<file path="src/verilog/pcrs_pkg.sv">
/*
 Package for the program counter and return stack block: register map,
 field positions, reset values and sequencer command codes.
 Assumes a 32-bit Avalon-MM slave with word-aligned registers.
*/
`default_nettype none
package pcrs_pkg;
   // ==========================================================
   // Widths
   localparam int PC_W    = 21;
   localparam int LVL_W   = 5;
   localparam int DEPTH   = 31;
   // ==========================================================
   // Register byte offsets
   localparam logic [5:0] OFS_LOW   = 6'h00;
   localparam logic [5:0] OFS_HLAT  = 6'h04;
   localparam logic [5:0] OFS_ULAT  = 6'h08;
   localparam logic [5:0] OFS_PTR   = 6'h0C;
   localparam logic [5:0] OFS_TOP_ENTRY_LOW  = 6'h10;
   localparam logic [5:0] OFS_TOP_ENTRY_HIGH  = 6'h14;
   localparam logic [5:0] OFS_TOP_ENTRY_UPPER  = 6'h18;
   localparam logic [5:0] OFS_PCRD  = 6'h1C;
   // ==========================================================
   // Pointer register fields
   localparam int BIT_FULL  = 7;
   localparam int BIT_UNF   = 6;
   localparam int UPPER_W   = 5;
   localparam logic [LVL_W-1:0] LVL_EMPTY = 5'h00;
   localparam logic [LVL_W-1:0] LVL_TOP   = 5'h1F;
   localparam logic [PC_W-1:0]  PC_RESET  = 21'h00_0000;
   localparam logic [PC_W-1:0]  PC_STEP   = 21'h00_0002;
   localparam logic [31:0]      RD_ZERO   = 32'h0000_0000;
   // ==========================================================
   // Sequencer commands
   typedef enum logic [7:0] {
      CMD_NONE   = 8'b0000_0001,
      CMD_STEP   = 8'b0000_0010,
      CMD_JUMP   = 8'b0000_0100,
      CMD_CALL   = 8'b0000_1000,
      CMD_RET    = 8'b0001_0000,
      CMD_ULNK   = 8'b0010_0000,
      CMD_PUSH   = 8'b0100_0000,
      CMD_POP    = 8'b1000_0000
   } pcrs_cmd_t;
endpackage : pcrs_pkg
`default_nettype wire

</file>
<file path="src/verilog/pcrs_core.sv">
/*
 Program counter with byte latches and a 31-entry hardware return stack.
 Assumes the sequencer issues one command per cycle and that register
 bus accesses and sequencer commands to the same state are not overlapped
 by software (interrupts disabled while touching the stack).
*/
// Local design decisions: the register addresses and the Avalon-MM interface to the registers.
// Summary of operation
// Counter is 21 bits in low, high and upper byte parts.
// Low byte is read/write; high byte loads only from high latch.
// Upper bits 20..16 load only from the upper latch.
// Writing the low byte copies both latches into the counter.
// Reading the low byte copies counter high/upper into latches.
// Bit zero is always zero; sequential step adds two.
// Calls, gotos and branches load counter directly, ignoring latches.
// Calls and interrupts push; returns and enabled unlinks pop.
// Calls and returns leave both latches unchanged.
// Stack is 31 words of 21 bits with 5-bit pointer.
// Push increments the pointer, then writes the return address.
// Pop loads counter from selected entry, then decrements pointer.
// Pointer is zero after every reset.
// Pointer value zero has no storage behind it.
// Three top registers read and write the selected entry.
// Software reads and writes pointer, range 0 to 31.
// Full flag sets on the 31st push, cleared by software or reset.
// With overflow reset, 31st push stores PC+2, resets, keeps flag.
// Without overflow reset, pointer stays 31 and entry 31 holds.
// Empty pop loads zero, sets underflow, pointer stays zero.
// Underflow zero load is not a reset; registers stay.
// Push instruction stores counter; pop instruction only decrements.
// Pointer register: full bit7, underflow bit6, bit5 zero, level 4..0.
`timescale 1ns/100ps
`default_nettype none
module pcrs_core #(
   parameter int DEPTH = pcrs_pkg::DEPTH
) (
   input  wire logic                     clk_in,
   input  wire logic                     reset_n_in,
   input  wire logic                     overflow_reset_enable_in,
   input  wire logic                     ext_set_in,
   input  wire pcrs_pkg::pcrs_cmd_t      cmd_in,
   input  wire logic [pcrs_pkg::PC_W-1:0] target_in,
   input  wire logic [5:0]               avs_address_in,
   input  wire logic                     avs_read_in,
   input  wire logic                     avs_write_in,
   input  wire logic [31:0]              avs_writedata_in,
   output logic [31:0]                   avs_readdata_out,
   output logic                          avs_waitrequest_out,
   output logic [pcrs_pkg::PC_W-1:0]     pc_out,
   output logic                          overflow_reset_out,
   output logic                          stack_full_flag_out,
   output logic                          stack_underflow_flag_out
);
   // ==========================================================
   // State
   logic [pcrs_pkg::PC_W-1:0]  pc;
   logic [7:0]                 counter_high_latch;
   logic [pcrs_pkg::UPPER_W-1:0] counter_upper_latch;
   logic [pcrs_pkg::LVL_W-1:0] stack_level;
   logic                       stack_full_flag;
   logic                       stack_underflow_flag;
   logic [pcrs_pkg::PC_W-1:0]  stack_mem [1:DEPTH];
   logic                       ack;

   // ==========================================================
   // Bus decode; one wait cycle then acknowledge
   logic bus_req;
   logic wr_low, rd_low, wr_ptr, wr_tos_l, wr_tos_h, wr_tos_u, wr_hlat, wr_ulat;
   assign bus_req  = (avs_read_in | avs_write_in) & ~ack;
   assign wr_low   = bus_req & avs_write_in & (avs_address_in == pcrs_pkg::OFS_LOW);
   assign rd_low   = bus_req & avs_read_in & (avs_address_in == pcrs_pkg::OFS_LOW);
   assign wr_ptr   = bus_req & avs_write_in & (avs_address_in == pcrs_pkg::OFS_PTR);
   assign wr_hlat  = bus_req & avs_write_in & (avs_address_in == pcrs_pkg::OFS_HLAT);
   assign wr_ulat  = bus_req & avs_write_in & (avs_address_in == pcrs_pkg::OFS_ULAT);
   assign wr_tos_l = bus_req & avs_write_in & (avs_address_in == pcrs_pkg::OFS_TOP_ENTRY_LOW);
   assign wr_tos_h = bus_req & avs_write_in & (avs_address_in == pcrs_pkg::OFS_TOP_ENTRY_HIGH);
   assign wr_tos_u = bus_req & avs_write_in & (avs_address_in == pcrs_pkg::OFS_TOP_ENTRY_UPPER);

   // Command classes
   logic is_push, is_pop, stack_empty, at_top, overflow_hit;
   assign is_push     = (cmd_in == pcrs_pkg::CMD_CALL) | (cmd_in == pcrs_pkg::CMD_PUSH);
   assign is_pop      = (cmd_in == pcrs_pkg::CMD_RET) | (cmd_in == pcrs_pkg::CMD_POP)
                      | ((cmd_in == pcrs_pkg::CMD_ULNK) & ext_set_in);
   assign stack_empty = (stack_level == pcrs_pkg::LVL_EMPTY);
   assign at_top      = (stack_level == pcrs_pkg::LVL_TOP);
   // 30 entries in use plus this push makes the 31st
   assign overflow_hit = is_push & (stack_level == pcrs_pkg::LVL_TOP - 5'h01);

   logic [pcrs_pkg::PC_W-1:0] ret_addr, tos_val;
   assign ret_addr = pc + pcrs_pkg::PC_STEP;
   assign tos_val  = stack_empty ? pcrs_pkg::PC_RESET : stack_mem[stack_level];

   // ==========================================================
   // Bus handshake
   always_ff @(posedge clk_in or negedge reset_n_in) begin
      if (!reset_n_in) begin
         ack                 <= 1'b0;
         avs_waitrequest_out <= 1'b1;
      end else begin
         ack                 <= bus_req;
         avs_waitrequest_out <= ~bus_req; // Kept as a flop so the pin has no gate behind it
      end
   end

   // Read data registered in the request cycle, stands at the ack edge
   always_ff @(posedge clk_in or negedge reset_n_in) begin
      if (!reset_n_in) begin
         avs_readdata_out <= pcrs_pkg::RD_ZERO;
      end else if (bus_req & avs_read_in) begin
         case (avs_address_in)
            pcrs_pkg::OFS_LOW:  avs_readdata_out <= {24'h00_0000, pc[7:0]};
            pcrs_pkg::OFS_HLAT: avs_readdata_out <= {24'h00_0000, counter_high_latch};
            pcrs_pkg::OFS_ULAT: avs_readdata_out <= {27'h000_0000, counter_upper_latch};
            pcrs_pkg::OFS_PTR:  avs_readdata_out <= {24'h00_0000, stack_full_flag,
                                                     stack_underflow_flag, 1'b0, stack_level};
            pcrs_pkg::OFS_TOP_ENTRY_LOW: avs_readdata_out <= {24'h00_0000, tos_val[7:0]};
            pcrs_pkg::OFS_TOP_ENTRY_HIGH: avs_readdata_out <= {24'h00_0000, tos_val[15:8]};
            pcrs_pkg::OFS_TOP_ENTRY_UPPER: avs_readdata_out <= {27'h000_0000, tos_val[20:16]};
            pcrs_pkg::OFS_PCRD: avs_readdata_out <= {11'h000, pc};
            default:            avs_readdata_out <= pcrs_pkg::RD_ZERO;
         endcase
      end
   end

   // ==========================================================
   // Program counter; bit zero forced low everywhere
   always_ff @(posedge clk_in or negedge reset_n_in) begin
      if (!reset_n_in) begin
         pc <= pcrs_pkg::PC_RESET;
      end else if (overflow_hit & overflow_reset_enable_in) begin
         pc <= pcrs_pkg::PC_RESET;
      end else if (wr_low) begin
         pc <= {counter_upper_latch, counter_high_latch, avs_writedata_in[7:1], 1'b0};
      end else begin
         case (cmd_in)
            pcrs_pkg::CMD_STEP: pc <= {ret_addr[20:1], 1'b0};
            pcrs_pkg::CMD_JUMP: pc <= {target_in[20:1], 1'b0};
            pcrs_pkg::CMD_CALL: pc <= {target_in[20:1], 1'b0};
            pcrs_pkg::CMD_PUSH: pc <= {ret_addr[20:1], 1'b0};
            pcrs_pkg::CMD_POP:  pc <= {ret_addr[20:1], 1'b0};
            default: begin
               if (is_pop) begin
                  pc <= {tos_val[20:1], 1'b0};
               end
            end
         endcase
      end
   end
   assign pc_out = pc;

   // ==========================================================
   // Latches: only bus writes and low-byte reads touch them
   always_ff @(posedge clk_in or negedge reset_n_in) begin
      if (!reset_n_in) begin
         counter_high_latch  <= 8'h00;
         counter_upper_latch <= 5'h00;
      end else if (rd_low) begin
         counter_high_latch  <= pc[15:8];
         counter_upper_latch <= pc[20:16];
      end else begin
         if (wr_hlat) begin
            counter_high_latch <= avs_writedata_in[7:0];
         end
         if (wr_ulat) begin
            counter_upper_latch <= avs_writedata_in[4:0];
         end
      end
   end

   // ==========================================================
   // Stack pointer
   always_ff @(posedge clk_in or negedge reset_n_in) begin
      if (!reset_n_in) begin
         stack_level <= pcrs_pkg::LVL_EMPTY;
      end else if (overflow_hit & overflow_reset_enable_in) begin
         stack_level <= pcrs_pkg::LVL_EMPTY;
      end else if (wr_ptr) begin
         stack_level <= avs_writedata_in[4:0];
      end else if (is_push & ~at_top) begin
         stack_level <= stack_level + 5'h01;
      end else if (is_pop & ~stack_empty) begin
         stack_level <= stack_level - 5'h01;
      end
   end

   // Storage array: push writes the slot after the increment
   always_ff @(posedge clk_in) begin
      if (is_push & ~at_top) begin
         stack_mem[stack_level + 5'h01] <= ret_addr;
      end else if (~stack_empty) begin
         if (wr_tos_l) stack_mem[stack_level][7:0]   <= avs_writedata_in[7:0];
         if (wr_tos_h) stack_mem[stack_level][15:8]  <= avs_writedata_in[7:0];
         if (wr_tos_u) stack_mem[stack_level][20:16] <= avs_writedata_in[4:0];
      end
   end

   // ==========================================================
   // Flags; hardware set wins over software clear
   always_ff @(posedge clk_in or negedge reset_n_in) begin
      if (!reset_n_in) begin
         stack_full_flag      <= 1'b0;
         stack_underflow_flag <= 1'b0;
      end else begin
         if (overflow_hit | (is_push & at_top)) begin
            stack_full_flag <= 1'b1;
         end else if (wr_ptr & ~avs_writedata_in[pcrs_pkg::BIT_FULL]) begin
            stack_full_flag <= 1'b0;
         end
         if (is_pop & stack_empty) begin
            stack_underflow_flag <= 1'b1;
         end else if (wr_ptr & ~avs_writedata_in[pcrs_pkg::BIT_UNF]) begin
            stack_underflow_flag <= 1'b0;
         end
      end
   end
   assign stack_full_flag_out      = stack_full_flag;
   assign stack_underflow_flag_out = stack_underflow_flag;

   // Device reset request, one pulse, flags untouched by it
   always_ff @(posedge clk_in or negedge reset_n_in) begin
      if (!reset_n_in) begin
         overflow_reset_out <= 1'b0;
      end else begin
         overflow_reset_out <= overflow_hit & overflow_reset_enable_in;
      end
   end

   // ==========================================================
   // Checks
   AST_PC_EVEN: assert property (@(posedge clk_in) disable iff (!reset_n_in)
      pc[0] == 1'b0) else $error("counter bit zero set");
   AST_STEP: assert property (@(posedge clk_in) disable iff (!reset_n_in)
      (cmd_in == pcrs_pkg::CMD_STEP) & ~wr_low & ~overflow_hit |=> pc == $past(pc) + 21'h00_0002)
      else $error("step not by two");
   AST_LOW_WR: assert property (@(posedge clk_in) disable iff (!reset_n_in)
      wr_low & ~overflow_hit |=> pc[20:8] == {$past(counter_upper_latch), $past(counter_high_latch)})
      else $error("latches not copied on low write");
   AST_LOW_RD: assert property (@(posedge clk_in) disable iff (!reset_n_in)
      rd_low |=> counter_high_latch == $past(pc[15:8]))
      else $error("latch not loaded on low read");
   AST_CALL_LAT: assert property (@(posedge clk_in) disable iff (!reset_n_in)
      (is_push | is_pop) & ~bus_req |=> $stable(counter_high_latch) && $stable(counter_upper_latch))
      else $error("call or return moved latch");
   AST_PUSH: assert property (@(posedge clk_in) disable iff (!reset_n_in)
      is_push & ~at_top & ~overflow_hit & ~wr_ptr |=> stack_level == $past(stack_level) + 5'h01)
      else $error("push did not increment");
   AST_UNF: assert property (@(posedge clk_in) disable iff (!reset_n_in)
      is_pop & stack_empty & ~wr_ptr & (cmd_in != pcrs_pkg::CMD_POP)
      |=> stack_underflow_flag && stack_level == 5'h00 && pc == 21'h00_0000)
      else $error("underflow handling wrong");
   AST_OVF: assert property (@(posedge clk_in) disable iff (!reset_n_in)
      overflow_hit & overflow_reset_enable_in |=> stack_full_flag && stack_level == 5'h00
      ##0 overflow_reset_out) else $error("overflow reset wrong");
   AST_HOLD: assert property (@(posedge clk_in) disable iff (!reset_n_in)
      is_push & at_top & ~wr_ptr |=> stack_level == 5'h1F)
      else $error("pointer left 31");
   AST_WAIT: assert property (@(posedge clk_in) disable iff (!reset_n_in)
      bus_req |=> !avs_waitrequest_out ##1 avs_waitrequest_out)
      else $error("bus ack not one cycle");
   COV_OVF: cover property (@(posedge clk_in) disable iff (!reset_n_in) overflow_reset_out);
   COV_UNF: cover property (@(posedge clk_in) disable iff (!reset_n_in) is_pop & stack_empty);
   COV_RET: cover property (@(posedge clk_in) disable iff (!reset_n_in) is_pop & ~stack_empty);
   COV_LOW: cover property (@(posedge clk_in) disable iff (!reset_n_in) wr_low);
   COV_FULL: cover property (@(posedge clk_in) disable iff (!reset_n_in) is_push & at_top);

   // ==========================================================
   // Counter and latch checks; bus low-byte write outranks commands except an overflow reset
   AST_JUMP: assert property (@(posedge clk_in) disable iff (!reset_n_in)
      (cmd_in == pcrs_pkg::CMD_JUMP) & ~wr_low |=> pc == {$past(target_in[20:1]), 1'b0})
      else $error("jump target not loaded");
   AST_CALL_PC: assert property (@(posedge clk_in) disable iff (!reset_n_in)
      (cmd_in == pcrs_pkg::CMD_CALL) & ~wr_low & ~overflow_hit |=> pc == {$past(target_in[20:1]), 1'b0})
      else $error("call target not loaded");
   AST_PC_IDLE: assert property (@(posedge clk_in) disable iff (!reset_n_in)
      (cmd_in == pcrs_pkg::CMD_NONE) & ~wr_low |=> $stable(pc))
      else $error("counter moved while idle");
   AST_HLAT_WR: assert property (@(posedge clk_in) disable iff (!reset_n_in)
      wr_hlat |=> counter_high_latch == $past(avs_writedata_in[7:0]))
      else $error("high latch write lost");
   AST_ULAT_WR: assert property (@(posedge clk_in) disable iff (!reset_n_in)
      wr_ulat |=> counter_upper_latch == $past(avs_writedata_in[4:0]))
      else $error("upper latch write lost");
   AST_HLAT_QUIET: assert property (@(posedge clk_in) disable iff (!reset_n_in)
      ~wr_hlat & ~rd_low |=> $stable(counter_high_latch))
      else $error("high latch changed without cause");
   AST_ULAT_QUIET: assert property (@(posedge clk_in) disable iff (!reset_n_in)
      ~wr_ulat & ~rd_low |=> $stable(counter_upper_latch))
      else $error("upper latch changed without cause");
   AST_LOW_RD_U: assert property (@(posedge clk_in) disable iff (!reset_n_in)
      rd_low |=> counter_upper_latch == $past(pc[20:16]))
      else $error("upper latch not loaded on low read");

   // ==========================================================
   // Stack checks; pointer writes outrank push and pop except a 31st push with overflow reset enabled
   AST_POP_DEC: assert property (@(posedge clk_in) disable iff (!reset_n_in)
      is_pop & ~stack_empty & ~wr_ptr |=> stack_level == $past(stack_level) - 5'h01)
      else $error("pop did not decrement");
   AST_RET_PC: assert property (@(posedge clk_in) disable iff (!reset_n_in)
      is_pop & (cmd_in != pcrs_pkg::CMD_POP) & ~wr_low |=> pc == {$past(tos_val[20:1]), 1'b0})
      else $error("return did not load top entry");
   AST_PUSH_STORE: assert property (@(posedge clk_in) disable iff (!reset_n_in)
      is_push & ~at_top & ~wr_ptr & ~(overflow_hit & overflow_reset_enable_in)
      |=> tos_val == $past(pc) + pcrs_pkg::PC_STEP)
      else $error("push stored wrong address");
   AST_PTR_WR: assert property (@(posedge clk_in) disable iff (!reset_n_in)
      wr_ptr & ~(overflow_hit & overflow_reset_enable_in) |=> stack_level == $past(avs_writedata_in[4:0]))
      else $error("pointer write lost");
   AST_PTR_IDLE: assert property (@(posedge clk_in) disable iff (!reset_n_in)
      ~wr_ptr & ~is_push & ~is_pop |=> $stable(stack_level))
      else $error("pointer moved without cause");
   AST_ULNK_OFF: assert property (@(posedge clk_in) disable iff (!reset_n_in)
      (cmd_in == pcrs_pkg::CMD_ULNK) & ~ext_set_in & ~wr_low |=> $stable(pc))
      else $error("unlink popped while disabled");
   AST_POP_EMPTY: assert property (@(posedge clk_in) disable iff (!reset_n_in)
      (cmd_in == pcrs_pkg::CMD_POP) & stack_empty & ~wr_ptr
      |=> stack_underflow_flag && stack_level == pcrs_pkg::LVL_EMPTY)
      else $error("empty pop handling wrong");

   // ==========================================================
   // Flag checks; flags are sticky until software clears them
   AST_FULL_HOLD: assert property (@(posedge clk_in) disable iff (!reset_n_in)
      stack_full_flag & ~wr_ptr |=> stack_full_flag)
      else $error("full flag dropped");
   AST_UNF_HOLD: assert property (@(posedge clk_in) disable iff (!reset_n_in)
      stack_underflow_flag & ~wr_ptr |=> stack_underflow_flag)
      else $error("underflow flag dropped");
   AST_FULL_SET: assert property (@(posedge clk_in) disable iff (!reset_n_in)
      overflow_hit & ~overflow_reset_enable_in & ~wr_ptr |=> stack_full_flag && stack_level == pcrs_pkg::LVL_TOP)
      else $error("31st push without reset wrong");
   AST_OVF_PC: assert property (@(posedge clk_in) disable iff (!reset_n_in)
      overflow_hit & overflow_reset_enable_in |=> pc == pcrs_pkg::PC_RESET)
      else $error("overflow reset left counter");

   // ==========================================================
   // Register read checks
   AST_PTR_RD: assert property (@(posedge clk_in) disable iff (!reset_n_in)
      bus_req & avs_read_in & (avs_address_in == pcrs_pkg::OFS_PTR)
      |=> avs_readdata_out[5] == 1'b0 && avs_readdata_out[4:0] == $past(stack_level))
      else $error("pointer read layout wrong");
   AST_TOS_EMPTY: assert property (@(posedge clk_in) disable iff (!reset_n_in)
      bus_req & avs_read_in & (avs_address_in == pcrs_pkg::OFS_TOP_ENTRY_LOW) & stack_empty
      |=> avs_readdata_out == pcrs_pkg::RD_ZERO)
      else $error("empty stack top not zero");
endmodule : pcrs_core
`default_nettype wire

</file>
<file path="config.mk">
export PLATFORM = sky130hd
export DESIGN_NAME = pcrs_core
export DESIGN_NICKNAME = d
export VERILOG_FILES = /design/src/verilog/pcrs_pkg.sv /design/src/verilog/pcrs_core.sv
export SDC_FILE = /design/constraint.sdc
export NUM_CORES = 1
export LEC_CHECK = 0
export BUFFER_PORTS_ARGS = -buffer_cell sky130_fd_sc_hd__clkbuf_2
export CORE_MARGIN = 5
export CORE_UTILIZATION = 55
export CTS_CLUSTER_DIAMETER = 120
export DETAILED_ROUTE_END_ITERATION = 12
export PLACE_DENSITY = 0.72
export SKIP_LAST_GASP = 1
export SLEW_MARGIN = 20
export SYNTH_ARGS = -nofsm -noshare
export SYNTH_HDL_FRONTEND = slang
export SYNTH_SLANG_ARGS = --single-unit
</file>
<file path="constraint.sdc">
create_clock -name clk_in -period 9.3 [get_ports clk_in]
set_input_delay 2.325 -clock clk_in [delete_from_list [all_inputs] [get_ports clk_in]]
set_output_delay 2.325 -clock clk_in [all_outputs]
set_load 0.01 [all_outputs]
</file>
==> results.ini <==
[clocking]
clk_latency_ns = 0.62
clockRootBuffer = clkbuf_16
clock_sinks = 715
post_cts_resized = 0
holdBufCountCts = 0
cts_buffers = 69
clk_pin_slew_ns = 0.06
cts.htree.levels = 3
cts_tree = yes
clockBufferDepth = 3
cts_setup_buffers = 0

[power]
ir_drop_uv = 244
powerDensity_mw_per_mm2 = 300
total_leakage_power_nw = 11.3
power_mw = 10.1

[cells_and_area]
n_antenna_cell = 0
syn_to_final_growth_pct = 10.7
finalNetCount = 2026
drive_gt1_share_pct = 19.5

[sta]
hold_viol_final = 0
finalCritPeriodShare_pct = 59.9
finalSetupViolCount = 0
slew_headroom_pct = 23.7
finClkSkew_ns = 0.0290
slew_viol_final = 0
worstMarginPinSlew_ns = 1.13
max_freq_mhz = 180
layout_min_cycle_time_ns = 5.57
setup_tns_ns = 0
grt_setup_unrepaired = no

[die]
initial_utilization_pct = 55.2
io_pins = 130
fp.dieW_um = 245
die_h_um = 245
core_area_mm2 = 0.0548
die_area_mm2 = 0.0598
num_rows = 86

[synthesis]
synth_top_family_by_area = multiplexers
synth_largest_area_cell = edfxtp_1
yosys_register_bits = 715
synthCells = 1861
synth-xor-area-share_pct = 0.893
synth-edff-count = 651
ys_types = 82
synth_simple_gate_area_share_pct = 6.57
synth_compound_area_share_pct = 7.09
synth_mux_area_share_pct = 12.8
postSynthAreaPerCell_um2 = 16.3
synth_fa_ha_area_share_pct = 0.248
synth_top_area_share_pct = 64.6
ys_seq_area_share_pct = 69.9
yosys_warnings = 0
synth.area.top_cells = edfxtp_1 (65%), mux4_2 (7.7%), dfrtp_1 (5.2%)
synthFlopType = edfxtp_1
async_flop_share_pct = 8.95
netlist_area_mm2 = 0.0303

[setup_path]
end_kind = register
worstSetupStartpointType = input port
worstPathArrival_ns = 6.11
crit_required_ns = 9.84
crit_path_cell_trace = clkbuf_2 > nor2b_1 > nand3_2 > and3_1 > a21oi_2 > o221ai_1 > o21ai_1
critical-path-slowest-cell = nor2b_1
max_stage_delay_ns = 0.87
critical_path_class = input port to register
path_max_fanout = 28

[placement]
gp_congestion = 0.999
numPortBuffers = 92
hpwl_um = 51700

[run_status]
status = completed

[global_routing]
first_global_vias = 17600
grt_max_degree = 137
grt_pass1_wl_um = 116000
grtUsageTotal_pct = 26.3
gr-total-overflow = 0
antenna_found_initial = 1

[routing]
vias = 17800
drc_errors = 0
first_iter_violations = 2164
dr.pass1.iters = 7
finalWirelength_um = 79100
drt.antenna.violating_nets = 0
wl_per_cell_um = 29.3
via_per_inst = 6.58

[min_path]
holdCritPathClass = register to register

[flow_run]
maxCapViolations = 0

## state kept, by name (all words and copies together) (netlist names)
signal	cells
overflow_reset_out	1
counter_high_latch	8
stack_underflow_flag_out	1
pc_out	20
stack_full_flag_out	1
stack_level	5
avs_readdata_out	21
avs_waitrequest_out	1
ack	1
counter_upper_latch	5
stack_mem	651
## report_power, final
group	internal, mW	switching [mW]	leakage (nW)
Clock	1.52	1.20	1.04
Combinational	1.04	2.09	3.55
Sequential	4.00	0.217	6.72
Total	6.56	3.50	11.3
## metal layers
| metal | GRT usage [%] | share of wire (%) | routed length [um] | vias to the layer above |
|---|---|---|---|---|
| met1 | 36.5 | 39 | 31000 | 8967 |
| li1 | - | - | - | 7582 |
| met2 | 41.6 | 47 | 37300 | 1077 |
| met3 | 5.77 | 10 | 7960 | 169 |
| met4 | 9.67 | 3.6 | 2890 | 0 |
| met5 | 0 | 0 | 0 | - |
## worst paths after layout
check	start	to	slack, ns	cells past startpoint
setup / recovery	avs_write_in	pc_out[20]$_DFFE_PN0P_	3.73	7
hold / removal	ack$_DFF_PN0_	ack$_DFF_PN0_	0.50	1
setup reg to reg	stack_level[0]$_DFFE_PN0P_	stack_mem[10][10]$_DFFE_PP_	4.43	9
hold reg to reg	ack$_DFF_PN0_	ack$_DFF_PN0_	0.50	1
max in group asynchronous	reset_n_in	stack_level[1]$_DFFE_PN0P_	6.72	2
min in group asynchronous	reset_n_in	avs_readdata_out[3]$_DFFE_PN0P_	1.90	2
## layout make-up
type | instances | area [um^2]
Fill cell | 3848 | 21300
Sequential cell | 715 | 21200
Multi-Input combinational cell | 1025 | 8500
Clock buffer | 93 | 1880
Tap cell | 704 | 881
Timing Repair Buffer | 127 | 748
Clock inverter | 30 | 292
Inverter | 9 | 33.8
## cells by family (layout without fill, tap and decap cells)
family                     count (synthesis)  count (layout)
and+or+nand+nor                          417             417
AOI/OAI and AO/OA                        305             305
muxes                                    255             255
other                                      1              12
xor gates and xnor gates                  30              30
adders and majority gates                  6               6
DFF                                      715             715
buffers and inverters                    132             259
## stage by stage
step	setup slack [ns]	cells	area, um^2	utilization, %	hold WS [ns]
after floorplan	4.50	1872	30300	-	0.441
after global placement	3.36	2580	31300	57.2	0.466
after detailed placement	3.36	2580	31300	57.2	0.490
after CTS	3.94	2703	33500	61.1	0.506
after global routing	3.71	2703	33500	61.2	0.513
final	3.73	2703	33500	61.2	0.499
## cell usage in the layout (no fill, tap or decap), types with 25 or more instances in the layout
cell / Yosys / final
edfxtp_1: 651 / 651
nor2_1: 179 / 171
mux2i_1: 143 / 143
mux4_2: 104 / 104
clkbuf_2: 0 / 91
nand2_1: 86 / 85
clkbuf_16: 0 / 70
dfrtp_1: 63 / 60
a21oi_1: 59 / 47
o21ai_0: 45 / 45
a22oi_1: 41 / 41
nand3_1: 36 / 36
buf_4: 31 / 33
a22o_1: 26 / 26
a211oi_1: 25 / 25
## critical path: cells and delay by family
kind,cells,cell delay (ns)
and+or+nand+nor,3,2.19
buffers and inverters,1,0.09
AOI/OAI and AO/OA,3,1.48
## synth_stat cells, types with 4 or more instances
cell,n
edfxtp_1,651
nor2_1,179
mux2i_1,143
mux4_2,104
nand2_1,86
dfrtp_1,63
a21oi_1,59
o21ai_0,45
a22oi_1,41
buf_2,39
nand3_1,36
clkbuf_1,35
buf_4,31
a22o_1,26
a211oi_1,25
nor3_1,20
nand4_1,16
xor2_1,15
o22ai_1,14
xnor2_1,14
nor4_1,13
a221oi_1,12
o221ai_1,12
and3_1,11
a31oi_1,10
buf_6,10
mux2_2,8
nand2b_1,8
nor2b_1,8
o21ai_1,8
a222oi_1,7
and2_1,7
buf_1,6
ha_1,6
inv_1,6
o31ai_1,6
o31a_1,5
a41oi_1,4
and4_1,4
o2111ai_1,4
o211ai_1,4
o22a_1,4
(Power assumes the default switching activity.)
